===== src/core/ppm_pkg.sv =====
// Purpose: Constants shared by the peripheral pin multiplexer.
// Assumes: Eight shared lines, one select code per line.
// Notes: Line numbers give the bit of each pin inside the 8-bit vectors.
`default_nettype none
package ppm_pkg;
    localparam int PPM_LINES = 8;
    // --------------------------------
    // Line index of each shared pin
    // --------------------------------
    localparam int LINE_DMA_READY = 0;
    localparam int LINE_UART_TX = 1;
    localparam int LINE_UART_RX = 2;
    localparam int LINE_SER_IN = 3;
    localparam int LINE_SER_SEL = 4;
    localparam int LINE_SER_CLK = 5;
    localparam int LINE_SER_OUT = 6;
    localparam int LINE_BOOT_CS = 7;
    // --------------------------------
    // Reset values
    // --------------------------------
    // Boot select, serial out, clock and select are outputs; others inputs
    localparam logic [7:0] DIR_RESET = 8'hf0;
    localparam logic [7:0] DATA_RESET = 8'h10;
    localparam logic [7:0] GP_SEL_RESET = 8'h00;
    // --------------------------------
    // Function modes
    // --------------------------------
    typedef enum logic [1:0] {
        PPM_FN_PERIPH = 2'h0,
        PPM_FN_GPIO = 2'h1,
        PPM_FN_ALT2 = 2'h2
    } ppm_fn_t;
endpackage : ppm_pkg
`default_nettype wire


===== src/core/ppm_sync.sv =====
// Purpose: Two-flop synchroniser for a bundle of pin inputs.
// Assumes: Inputs are asynchronous to sys_clk.
// Notes: First stage is read only by the second.
`default_nettype none
module ppm_sync #(
    parameter int WIDTH = 8
) (
    input wire logic sys_clk,
    input wire logic reset,
    input wire logic clk_en,
    input wire logic [WIDTH-1:0] async_in,
    output logic [WIDTH-1:0] sync_out
);
    logic [WIDTH-1:0] meta_reg;
    logic [WIDTH-1:0] sync_reg;

    always_ff @(posedge sys_clk) begin
        if (reset) begin
            meta_reg <= '0;
            sync_reg <= '0;
        end else if (clk_en) begin
            meta_reg <= async_in;
            sync_reg <= meta_reg;
        end
    end

    assign sync_out = sync_reg;
endmodule : ppm_sync
`default_nettype wire


===== src/core/ppm_pin_mux.sv =====
// Purpose: Pin multiplexer for eight general-purpose lines shared with peripherals.
// Assumes: Pad inputs asynchronous; peripheral signals on sys_clk.
// Notes: Output enable high while the device drives a pad.
//
// Behaviour
// - Each of eight general lines is software-set as input or output.
// - General lines share boot select, serial, UART and DMA ready pins.
// - After reset boot select, serial out, clock, select are outputs; rest inputs.
// - Ready mode: low on DMA input starts next datum in the frame.
// - Done mode: low on the same DMA input ends the current frame.
// - DMA pin is line 0 first alternate, done input second alternate.
// - UART receive doubles as line 2, UART transmit as line 1.
// - Serial output drives chip data input; doubles as line 6 and boot data out.
// - Satellite boot reads PCI configuration over serial out, in and clock.
// - Serial input receives data, input after reset, line 3 and boot data in.
// - In serial mode the serial clock pin is a device output.
// - Serial clock doubles as line 5 and the boot ROM clock.
// - Serial select picks the serial chip, doubles as line 4.
// - In satellite mode grant 1 pin is the boot ROM chip select.
// - In host mode grant 1 pin is only general line 7.
`default_nettype none
module ppm_pin_mux
    import ppm_pkg::*;
#(
    parameter int LINES = PPM_LINES
) (
    input wire logic sys_clk,
    input wire logic reset,
    input wire logic clk_en,
    // Software controls
    input wire logic [LINES-1:0] gp_sel,
    input wire logic [LINES-1:0] gp_dir_wr,
    input wire logic [LINES-1:0] gp_dir_wdata,
    input wire logic [LINES-1:0] gp_data_wr,
    input wire logic [LINES-1:0] gp_data_wdata,
    input wire logic dma_done_mode,
    input wire logic satellite_mode,
    input wire logic boot_load,
    output logic [LINES-1:0] gp_dir,
    output logic [LINES-1:0] gp_in,
    // Pads
    input wire logic [LINES-1:0] pad_in,
    output logic [LINES-1:0] pad_out,
    output logic [LINES-1:0] pad_oe,
    // Serial port engine
    input wire logic ser_out,
    input wire logic ser_clk,
    input wire logic ser_sel_n,
    output logic ser_in,
    // Boot ROM loader
    input wire logic boot_rom_data_out,
    input wire logic boot_rom_clock,
    input wire logic boot_rom_cs,
    output logic boot_rom_data_in,
    // UART
    input wire logic uart_tx,
    output logic uart_rx,
    // DMA channel 0
    output logic dma_next_datum,
    output logic dma_end_frame
);
    // --------------------------------
    // Registers
    // --------------------------------
    logic [LINES-1:0] dir_reg;
    logic [LINES-1:0] data_reg;
    logic [LINES-1:0] dir_next;
    logic [LINES-1:0] data_next;
    logic [LINES-1:0] pin_sync;
    logic dma_prev_reg;
    logic [LINES-1:0] out_reg;
    logic [LINES-1:0] oe_reg;
    logic ser_in_reg;
    logic boot_in_reg;
    logic uart_rx_reg;
    logic next_reg;
    logic end_reg;

    // Per-bit write merge, used for both direction and data
    function automatic logic [LINES-1:0] merge(
        input logic [LINES-1:0] old_v,
        input logic [LINES-1:0] wr,
        input logic [LINES-1:0] wd
    );
        merge = (old_v & ~wr) | (wd & wr);
    endfunction : merge

    assign dir_next = merge(dir_reg, gp_dir_wr, gp_dir_wdata);
    assign data_next = merge(data_reg, gp_data_wr, gp_data_wdata);

    always_ff @(posedge sys_clk) begin
        if (reset) begin
            dir_reg <= DIR_RESET;
            data_reg <= DATA_RESET;
        end else if (clk_en) begin
            dir_reg <= dir_next;
            data_reg <= data_next;
        end
    end

    // --------------------------------
    // Pad input synchroniser
    // --------------------------------
    ppm_sync #(
        .WIDTH(LINES)
    ) u_sync (
        .sys_clk(sys_clk),
        .reset(reset),
        .clk_en(clk_en),
        .async_in(pad_in),
        .sync_out(pin_sync)
    );

    // --------------------------------
    // Peripheral drive per line
    // --------------------------------
    // Boot loader owns serial pins only in satellite boot
    wire boot_act = satellite_mode & boot_load;
    wire [LINES-1:0] per_out;
    wire [LINES-1:0] per_oe;

    assign per_out[LINE_DMA_READY] = 1'b0;
    assign per_oe[LINE_DMA_READY] = 1'b0;
    // UART transmit drives only once software made the line an output
    assign per_out[LINE_UART_TX] = uart_tx;
    assign per_oe[LINE_UART_TX] = dir_reg[LINE_UART_TX];
    assign per_out[LINE_UART_RX] = 1'b0;
    assign per_oe[LINE_UART_RX] = 1'b0;
    assign per_out[LINE_SER_IN] = 1'b0;
    assign per_oe[LINE_SER_IN] = 1'b0;
    assign per_out[LINE_SER_SEL] = boot_act ? 1'b1 : ser_sel_n;
    assign per_oe[LINE_SER_SEL] = 1'b1;
    assign per_out[LINE_SER_CLK] = boot_act ? boot_rom_clock : ser_clk;
    assign per_oe[LINE_SER_CLK] = 1'b1;
    assign per_out[LINE_SER_OUT] = boot_act ? boot_rom_data_out : ser_out;
    assign per_oe[LINE_SER_OUT] = 1'b1;
    // Grant 1 is never a grant; chip select only in satellite mode
    assign per_out[LINE_BOOT_CS] = boot_rom_cs;
    assign per_oe[LINE_BOOT_CS] = satellite_mode;

    // --------------------------------
    // Final selection
    // --------------------------------
    // Host mode forces grant 1 into general mode
    wire [LINES-1:0] gp_mode = gp_sel
        | ({{(LINES-1){1'b0}}, ~satellite_mode} << LINE_BOOT_CS);
    wire [LINES-1:0] out_next = (gp_mode & data_reg) | (~gp_mode & per_out);
    wire [LINES-1:0] oe_next = (gp_mode & dir_reg) | (~gp_mode & per_oe);

    // Registered pads: a mode change cannot glitch a pin
    always_ff @(posedge sys_clk) begin
        if (reset) begin
            out_reg <= DATA_RESET;
            oe_reg <= DIR_RESET;
        end else if (clk_en) begin
            out_reg <= out_next;
            oe_reg <= oe_next;
        end
    end

    assign pad_out = out_reg;
    assign pad_oe = oe_reg;
    assign gp_dir = dir_reg;
    assign gp_in = pin_sync;

    // --------------------------------
    // Inputs towards peripherals
    // --------------------------------
    // DMA and UART receive see idle high while their pin is taken for general use
    wire dma_low = ~gp_mode[LINE_DMA_READY] & ~pin_sync[LINE_DMA_READY];
    wire dma_fall = dma_low & ~dma_prev_reg;

    // --------------------------------
    // DMA channel 0 edge detect
    // --------------------------------
    // Previous level starts as active so the cleared synchroniser
    // gives no false edge straight after reset
    always_ff @(posedge sys_clk) begin
        if (reset) begin
            dma_prev_reg <= 1'b1;
            next_reg <= 1'b0;
            end_reg <= 1'b0;
        end else if (clk_en) begin
            dma_prev_reg <= dma_low;
            next_reg <= dma_fall & ~dma_done_mode;
            end_reg <= dma_fall & dma_done_mode;
        end
    end

    // --------------------------------
    // Serial input steering
    // --------------------------------
    // Only one receiver sees the pin; the other reads low
    always_ff @(posedge sys_clk) begin
        if (reset) begin
            ser_in_reg <= 1'b0;
            boot_in_reg <= 1'b0;
        end else if (clk_en) begin
            ser_in_reg <= ~boot_act & pin_sync[LINE_SER_IN];
            boot_in_reg <= boot_act & pin_sync[LINE_SER_IN];
        end
    end

    // --------------------------------
    // UART receive
    // --------------------------------
    always_ff @(posedge sys_clk) begin
        if (reset) begin
            uart_rx_reg <= 1'b1;
        end else if (clk_en) begin
            uart_rx_reg <= gp_mode[LINE_UART_RX] | pin_sync[LINE_UART_RX];
        end
    end

    assign dma_next_datum = next_reg;
    assign dma_end_frame = end_reg;
    assign ser_in = ser_in_reg;
    assign boot_rom_data_in = boot_in_reg;
    assign uart_rx = uart_rx_reg;
endmodule : ppm_pin_mux
`default_nettype wire


===== config.mk =====
export PLATFORM = sky130hd
export DESIGN_NAME = ppm_pin_mux
export DESIGN_NICKNAME = d
export VERILOG_FILES = /design/src/core/ppm_pkg.sv /design/src/core/ppm_sync.sv /design/src/core/ppm_pin_mux.sv
export SDC_FILE = /design/constraint.sdc
export NUM_CORES = 1
export LEC_CHECK = 0
export ABC_AREA = 1
export BUFFER_PORTS_ARGS = -buffer_cell sky130_fd_sc_hd__buf_4
export CAP_MARGIN = 20
export CORE_MARGIN = 2
export CORE_UTILIZATION = 45
export CTS_BUF_LIST = sky130_fd_sc_hd__clkbuf_4 sky130_fd_sc_hd__clkbuf_8 sky130_fd_sc_hd__clkbuf_16
export CTS_CLUSTER_SIZE = 25
export DETAILED_ROUTE_END_ITERATION = 6
export PLACE_DENSITY_LB_ADDON = 0.15
export SLEW_MARGIN = 20
export SYNTH_ARGS = -nofsm -noshare
export SYNTH_HDL_FRONTEND = slang
export SYNTH_SLANG_ARGS = --single-unit

===== constraint.sdc =====
create_clock -name sys_clk -period 0.93 [get_ports sys_clk]
set_input_delay 0.0465 -clock sys_clk [delete_from_list [all_inputs] [get_ports sys_clk]]
set_output_delay 0.0465 -clock sys_clk [all_outputs]
set_load 0.01 [all_outputs]

Word level (Yosys, flattened, before mapping):

Cells that the tools add are included.
Widths: inputs -> output; s select.

* logic and storage cells: 45
* bits of input ports: 61
* register bits after elaboration: 54

* multiplexer cells: 3
* bitwise logic cells: 30

Operator list (number)
* $and 8x8->8: 8
* $or 8x8->8: 5
* $not 8->8: 3
* $and 1x1->1: 7
* $not 1->1: 6
* $mux 1: 3
* $or 1x1->1: 1

Depth between registers and ports, before layout:

Gate-level depths: netlist (run 1).

* word-level depth: 6
* gate-level depth with buffers: 6
* depth with buffers taken out: 6

By module:

From an unflattened synthesis (run 1), not the netlist that was laid out.

* cell total of the unflattened synthesis: 315
* area, all modules: 2223.4 um^2

Modules (own cells, without submodules)
* ppm_pin_mux: area an instance 1552.7 um^2, times used 1, cells each 214
* ppm_sync: area an instance 670.6 um^2, times used 1, cells each 101

Worst setup path before layout (run 1):

OpenSTA, ideal clock, no wires.

* path type: flip-flop to flip-flop
* from: register u_sync.sync_reg[0] (netlist: u_sync.sync_out[0])
* to: register end_reg (netlist: dma_end_frame)
* clock period less this slack: 0.807 ns
* data required time: 0.860 ns
* slack: 0.123 ns
* cell stages (with the launch flop): 4
* arrival time: 0.737 ns
* cell sequence: dfxtp_1 -> nor3_4 -> nand3_1 -> a21oi_1

* longest elaborated chain between the ends: 4

Ends and longest elaborated chain
* start: declaration: RTL line ppm_sync.sv:15 `logic [WIDTH-1:0] sync_reg;`
* start signal: assignment: RTL line ppm_sync.sv:23 `sync_reg <= meta_reg;`
* $not 1->1: RTL line ppm_pin_mux.sv:170 `wire dma_low = ~gp_mode[LINE_DMA_READY] & ~pin_sync[LINE_DMA_READY];`
* $and 1x1->1: RTL line ppm_pin_mux.sv:170
* $and 1x1->1: RTL line ppm_pin_mux.sv:171 `wire dma_fall = dma_low & ~dma_prev_reg;`
* $and 1x1->1: RTL line ppm_pin_mux.sv:186 `end_reg <= dma_fall & dma_done_mode;`
* end signal: assignment: RTL line ppm_pin_mux.sv:186
* end: declaration: RTL line ppm_pin_mux.sv:77 `logic end_reg;`

No other way between the ends.
A chain may end at the register's enable or synchronous reset.

Worst setup path in the final report (run 1):

* from: register u_sync.sync_reg[3] (netlist: u_sync.sync_out[3])
* to: output gp_in[3]

RTL lines
* end: declaration: RTL line ppm_pin_mux.sv:40 `output logic [LINES-1:0] gp_in,`

No word-level cell between the ends.

==> results of run 1 <==
-- worst max path at each step --
stage | start | to | slack [ns]
floorplan | u_sync.sync_out[0] | dma_end_frame | 0.12
detailed placement | u_sync.sync_out[0] | dma_next_datum | 0.08
finish | u_sync.sync_out[3] | gp_in[3] | 0.05
global route | u_sync.sync_out[3] | gp_in[3] | 0.01
global placement | u_sync.sync_out[0] | dma_end_frame | 0.12
CTS | u_sync.sync_out[0] | gp_in[0] | 0.02
-- power groups by stage --
stage	clock [mW]	sequential, mW	combinational, mW
final	1.56	2.52	0.850
after global routing	1.68	2.54	0.941
after CTS	1.58	2.52	0.854
after detailed placement	0	2.57	0.775
after global placement	0	2.57	0.760
after floorplan	0	2.60	0.323
-- kinds of logic after synthesis --
family / synth area share (%)
and+or+nand+nor: 27.0
AOI/OAI and AO/OA: 13.9
DFF: 50.7
buffers and inverters: 8.46
-- routing by layer --
layer / track usage (%) / part of all wire, % / up-vias
met1: 28.2 / 45 / 982
met4: 7.41 / 1.3 / 0
met5: 0 / 0 / -
met2: 36.3 / 48 / 66
met3: 4.28 / 5.7 / 7
li1: - / - / 1153
-- worst min-delay path, stage by stage --
cell	delay (ns)
buf_4	0.08
nand2_1	0.04
nand2_1	0.05
a21oi_1	0.05
-- synthesized netlist by cell type --
| cell type | count | share of area, % |
|---|---|---|
| o211ai_1 | 3 | 1.1 |
| o21ai_1 | 2 | 0.47 |
| buf_6 | 3 | 1.6 |
| buf_4 | 6 | 2.1 |
| nor3_4 | 1 | 0.76 |
| nor2_1 | 48 | 8.5 |
| a22oi_1 | 1 | 0.35 |
| clkbuf_2 | 1 | 0.23 |
| nand2_1 | 56 | 9.9 |
| clkbuf_1 | 2 | 0.35 |
| nand3_1 | 32 | 7.5 |
| dfxtp_1 | 54 | 51 |
| o21ai_0 | 27 | 6.3 |
| buf_2 | 4 | 0.94 |
| a21oi_1 | 24 | 5.6 |
| inv_6 | 1 | 0.41 |
| nand3b_1 | 1 | 0.35 |
| inv_2 | 1 | 0.18 |
| inv_1 | 15 | 2.6 |
-- per-stage QoR --
step	utilization, %	instance area [µm²]
6_report	69.7	3230
2_1_floorplan	-	2130
4_1_cts	69.6	3220
5_1_grt	69.7	3230
3_3_place_gp	62.3	2890
3_5_place_dp	62.3	2890
-- area by class of cell --
| type | count | share of cell area [%] |
|---|---|---|
| multi-input combinational | 195 | 27.0 |
| sequential | 54 | 33.6 |
| clock buffer | 5 | 2.13 |
| tap | 54 | 2.09 |
| timing repair buffer | 126 | 31.9 |
| inverter | 17 | 2.13 |
| clock inverter | 3 | 1.24 |
-- repair_timing --
| action | 4_1_cts | 5_1_grt |
|---|---|---|
| hold endpoints to repair | 22 | 0 |
| gates resized for setup | 0 | 1 |
| hold buffers | 23 | 0 |
| setup endpoints to repair | 0 | 1 |
==> metrics, run 1 <==
post-route total power=just under 5 mW; CTS sink count=54; status=complete, no violations; Int Power=between 3 and 4 mW; global-route wire length before repair=8970 µm; Post-Syn Area=0.00213 mm²; non-filler instance count after layout=approximately 450; Final Hold Fails=0; worst reg2reg startpoint=u_sync.sync_out[0]; Switching Fraction=about 25%; crit path cell chain=buf_4; CTS buffer count=5; ANT nets after route=0; total setup buffers inserted after CTS=0; vias in the first global route=1967; Synth Register Bits=54; Final period util=94.9%; TritonRoute pass-1 iters=4; kind of critical path=flop to output pin; Worst EP required=0.88 ns; pin count of the biggest net entering global routing=between 40 and 50; area delta synth->final=51.4%; width of the die=72.8 µm; WHS=0.00567 ns; FILL cells=393; initial DRC count=140; Root Buffer=clkbuf_8; share of cells above drive strength 1=28.7%; CP Max Fanout=3; worst min path class=input pin to flop; yosys warns=0; Die Y=roughly 73 µm; # rows=25; clock slew at reported path FFs=0.10 ns; critical path startpoint category=flop; most common cell after layout, fill and taps aside=buf_4; Slew Limit Fails=0; leakage=~1.5 nW; I/O Pins=98; Logic pwr share=17.2%; Core Area=about 0.0046 mm²; DRC viols=0; routed wire length per instance=12.4 µm; CP Capture Type=output pin; Max Fclk=1130 MHz; routability cong.=0.746; Critical Path AT=~0.84 ns; stages on the worst setup path=1; Final Net Count=460; gr usage total=between 20% and 30%; worst r2r dst=dma_next_datum; clock network power share=31.6%; HP Start=gp_dir_wr[0]; GR Overflow Total=0; RSZ-0062 raised after global routing=false; slowest cell on the critical path=dfxtp_1; R2R depth=3; Finish-stage setup viols=0; Die ar.=0.00530 mm²; via count=2208; slowest cell delay on critical path=0.38 ns; initial antenna violation count=0; peak supply drop=between 0.0007 and 0.0008 V; Longest Clk Path Bufs=2; Port-buffer cells=97; H-tree levels=2; Post-Syn Area per Cell=7.56 µm²; R2R setup slack=0.09 ns; sequential cell area=0.00108 mm²; total negative setup slack=0 ns; ANT cells=0; CTS tree=built; drt total wl=5640 µm; Least-Margin Pin Slew=0.270 ns; Post-Place Setup Slack=0.0829 ns; Pwr per Cell Area=roughly 1500 mW/mm²; Slew Limit Headroom=81.9%; most frequent cells in the layout=buf_4 (101), nand2_1 (56), dfxtp_1 (53); Initial Util=roughly 46%; Clock Skew=around 0.0072 ns; worst skew pair latency=around 0.31 ns; # placed instances=423; syn nets=343; post-synthesis sequential area ratio=50.7%; max_cap viols=0; Vias/cell=between 4 and 5; multi-input logic area=870 µm²; Hold Path Stages=4; Sw Pwr=1.22 mW; WP buf/inv=1; CP delay by family, top=flip-flops; Yosys cell types=19; hpwl dp=3930 µm; Final Critical Period=between 0.8 and 0.9 ns; fin worst setup slack=approximately 0.047 ns; register share of total power=between 50 and 60%; Mapped Cells=282
(Power assumes the default switching activity.)
==> inputs of run 2 (changes only) <==
--- a/config.mk
+++ b/config.mk
@@ -15,6 +15,8 @@
 export DETAILED_ROUTE_END_ITERATION = 6
 export PLACE_DENSITY_LB_ADDON = 0.15
+export REMOVE_ABC_BUFFERS = 1
 export SLEW_MARGIN = 20
 export SYNTH_ARGS = -nofsm -noshare
 export SYNTH_HDL_FRONTEND = slang
+export SYNTH_HIERARCHICAL = 1
 export SYNTH_SLANG_ARGS = --single-unit
==> constraint.sdc (replaced) <==
create_clock -name sys_clk -period 0.93 [get_ports sys_clk]
set_input_delay 0.0465 -clock sys_clk [delete_from_list [all_inputs] [get_ports sys_clk]]
set_output_delay 0.0465 -clock sys_clk [all_outputs]
set_load 0.05 [all_outputs]
==> metrics, run 2 <==
Synth Register Bits=54 (unchanged); # rows=25 (unchanged); CTS tree=built; pin count of the biggest net entering global routing=54 (+26%); share of cells above drive strength 1=30.5% (+1.8 points); most frequent cells in the layout=nand2_1 (91), buf_4 (81), nor2_1 (51); Vias/cell=4.59 (-5.7%); routability cong.=0.799 (+7.1%); M2 GR Usage=34.5% (-1.7 points); drt total wl=5210 µm (-7.6%); Slew Limit Fails=0 (unchanged); ANT nets after route=0 (unchanged); fin worst setup slack=0.0334 ns (-0.0139 ns); worst skew pair latency=0.29 ns (-0.02 ns); # placed instances=469 (+11%); Final Net Count=476 (+3.5%); peak supply drop=0.00117 V (+50%); status=complete, but fails checks; crit path cell chain=buf_4; hpwl dp=3800 µm (-3.3%); Switching Fraction=28.5% (+3.7 points); CP Capture Type=output pin; area delta synth->final=45.7%; total setup buffers inserted after CTS=0 (unchanged); ranking of synthesized cells by area=dfxtp_1 (49%), nand2_1 (15%), nor2_1 (8.6%), nand3_1 (5.9%), a21oi_1 (5.4%); initial DRC count=94 (-33%); H-tree levels=2 (unchanged); final instance area=0.00324 mm² (+0.43%); gr usage total=19.2% (-2.6 points); worst min path class=input pin to flop; most frequent cells after synthesis=nand2_1 (91), dfxtp_1 (54), nor2_1 (51), inv_1 (29), nand3_1 (26); share of the synthesized area in the top cell type=48.6% (-2.1 points); Finish-stage setup viols=0 (unchanged); Core Area=0.00475 mm² (+2.7%); Port-buffer cells=97 (unchanged); GR Util met1=23.1% (-5.1 points); Clock Skew=0.00232 ns (-0.00493 ns); Final Hold Fails=1 (+1); via count=2216 (+0.36%); Initial Util=46.8% (+0.74 points); initial antenna violation count=0 (unchanged); max_cap viols=0 (unchanged); CP delay by family, top=flip-flops; DRC viols=0 (unchanged); kind of critical path=flop to output pin; critical path startpoint category=flop; EDFF count, synth=0 (unchanged); most frequent cell after synthesis=nand2_1; GR Overflow Total=0 (unchanged); GRT met3 Usage=3.66% (-0.62 points); Final Critical Period=0.897 ns (+0.0139 ns); Worst EP required=0.88 ns (about the same); clock network power share=26.8% (-4.8 points); top_reg_cell synth=dfxtp_1; WHS=-0.000976 ns (-0.00665 ns); Post-Syn Area per Cell=7.06 µm² (-6.6%); post-synthesis sequential area ratio=48.6% (-2.1 points); FILL cells=443 (+13%); clock slew at reported path FFs=0.09 ns (about the same); global-route wire length before repair=8350 µm (-6.9%); yosys warns=6 (+6); leakage=1.61 nW (+3.8%); post-synth top area cell=dfxtp_1; I/O Pins=98 (unchanged); most common cell after layout, fill and taps aside=nand2_1; Yosys cell types=18 (-1); RSZ-0062 raised after global routing=false; placed cell area=0.00300 mm² (+4.1%); Least-Margin Pin Slew=0.309 ns (+0.0390 ns); ANT cells=0 (unchanged); width of the die=74.3 µm (+2.0%); register share of total power=51.0% (about the same); Die ar.=0.00552 mm² (+4.1%); Longest Clk Path Bufs=2 (unchanged); total negative setup slack=0 ns (unchanged); Pwr per Cell Area=1530 mW/mm² (about the same); Logic pwr share=22.2% (+5.0 points); non-filler instance count after layout=483 (+6.4%); Int Power=3.54 mW (-4.5%); CTS buffer count=5 (unchanged); Root Buffer=clkbuf_8; ys async rst share=0% (unchanged); CP Max Fanout=2 (-1); Post-Syn Area=0.00222 mm² (+4.3%); Mapped Cells=315 (+12%); failing checks=hold timing; WP buf/inv=1 (unchanged); Slew Limit Headroom=79.4% (-2.6 points); slowest cell delay on critical path=0.35 ns (-0.03 ns); Final period util=96.4% (+1.5 points); Die Y=74.3 µm (+2.0%); routed wire length per instance=10.8 µm (-13%); Top Usage Layer GRT=met2; CTS sink count=54 (unchanged); vias in the first global route=2017 (+2.5%); Max Fclk=1120 MHz (-1.5%); Critical Path AT=0.85 ns (about the same); Sw Pwr=1.41 mW (+15%); Post-Place Setup Slack=0.0758 ns (-0.00713 ns); TritonRoute pass-1 iters=4 (unchanged); slowest cell on the critical path=dfxtp_1
==> run 2: changes by cell type in the layout (fill, tap and decap cells not counted), sizes merged, moves of 2 or more <==
cell         delta
dlygate4sd3    -17
nor2            +5
nand2          +35
clkbuf          +2
o21ai          -16
o22ai           +2
o211ai          -2
nand4           +2
nand3           -4
inv            +14
==> run 2: worst paths after layout <==
| kind | startpoint | endpoint | slack [ns] | depth (start not counted) |
|---|---|---|---|---|
| worst min register to register | flop | flop | 0.46 | 2 |
| worst min-delay path | gp_dir_wdata[5] | flop | -0.001 | 3 |
| worst max-delay path | pad_out[6] | pad_out[6] | 0.03 | 1 |
| worst max register to register | u_sync/sync_out[0] | dma_next_datum | 0.14 | 3 |
==> run 2: timing repair <==
item / in CTS / in global routing
hold buffers: 6 / 0
endpoints found under the setup margin: 7 / 18
gates resized for setup: 7 / 22
hold endpoints to repair: 4 / 0
==> run 2: per-stage QoR <==
stage	total power, mW	utilization (%)
6_report	4.95	68.1
5_1_grt	5.19	68.1
4_1_cts	4.99	67.0
3_5_place_dp	3.63	63.2
3_3_place_gp	3.61	63.2
2_1_floorplan	3.12	-
==> run 2: metal layers <==
layer,vias to the layer above,part of all wire (%)
met4,0,0.86
met3,4,5.6
li1,1181,-
met1,968,44
met2,63,49
met5,-,0
==> run 2: power groups by stage <==
stage | sequential (mW) | clock [mW] | combinational (mW)
floorplan | 2.85 | 0 | 0.267
global placement | 2.56 | 0 | 1.05
detailed placement | 2.57 | 0 | 1.06
CTS | 2.52 | 1.38 | 1.09
global route | 2.54 | 1.45 | 1.20
finish | 2.53 | 1.33 | 1.10
==> run 2: layout make-up <==
cell class / instances / area (µm²) / area share [%]
Sequential cell: 54 / 1090 / 33.8
Timing Repair Buffer: 108 / 931 / 28.7
Multi-Input combinational cell: 215 / 918 / 28.4
Inverter: 31 / 116 / 3.59
Clock buffer: 7 / 90.1 / 2.78
Tap cell: 67 / 83.8 / 2.59
Clock inverter: 1 / 5.00 / 0.154
==> run 2: worst register-to-register path, cell delays in order, from the launching register on <==
cell     delay, ns
dfxtp_2       0.34
nor2_1        0.17
nand4_1       0.11
a21oi_1       0.12
==> run 2: cell families after synthesis <==
logic type | share of synthesized area, %
AND/OR/NAND/NOR | 32.1
AO/OA/AOI/OAI | 9.23
buffers and inverters | 10.1
flip-flops | 48.6
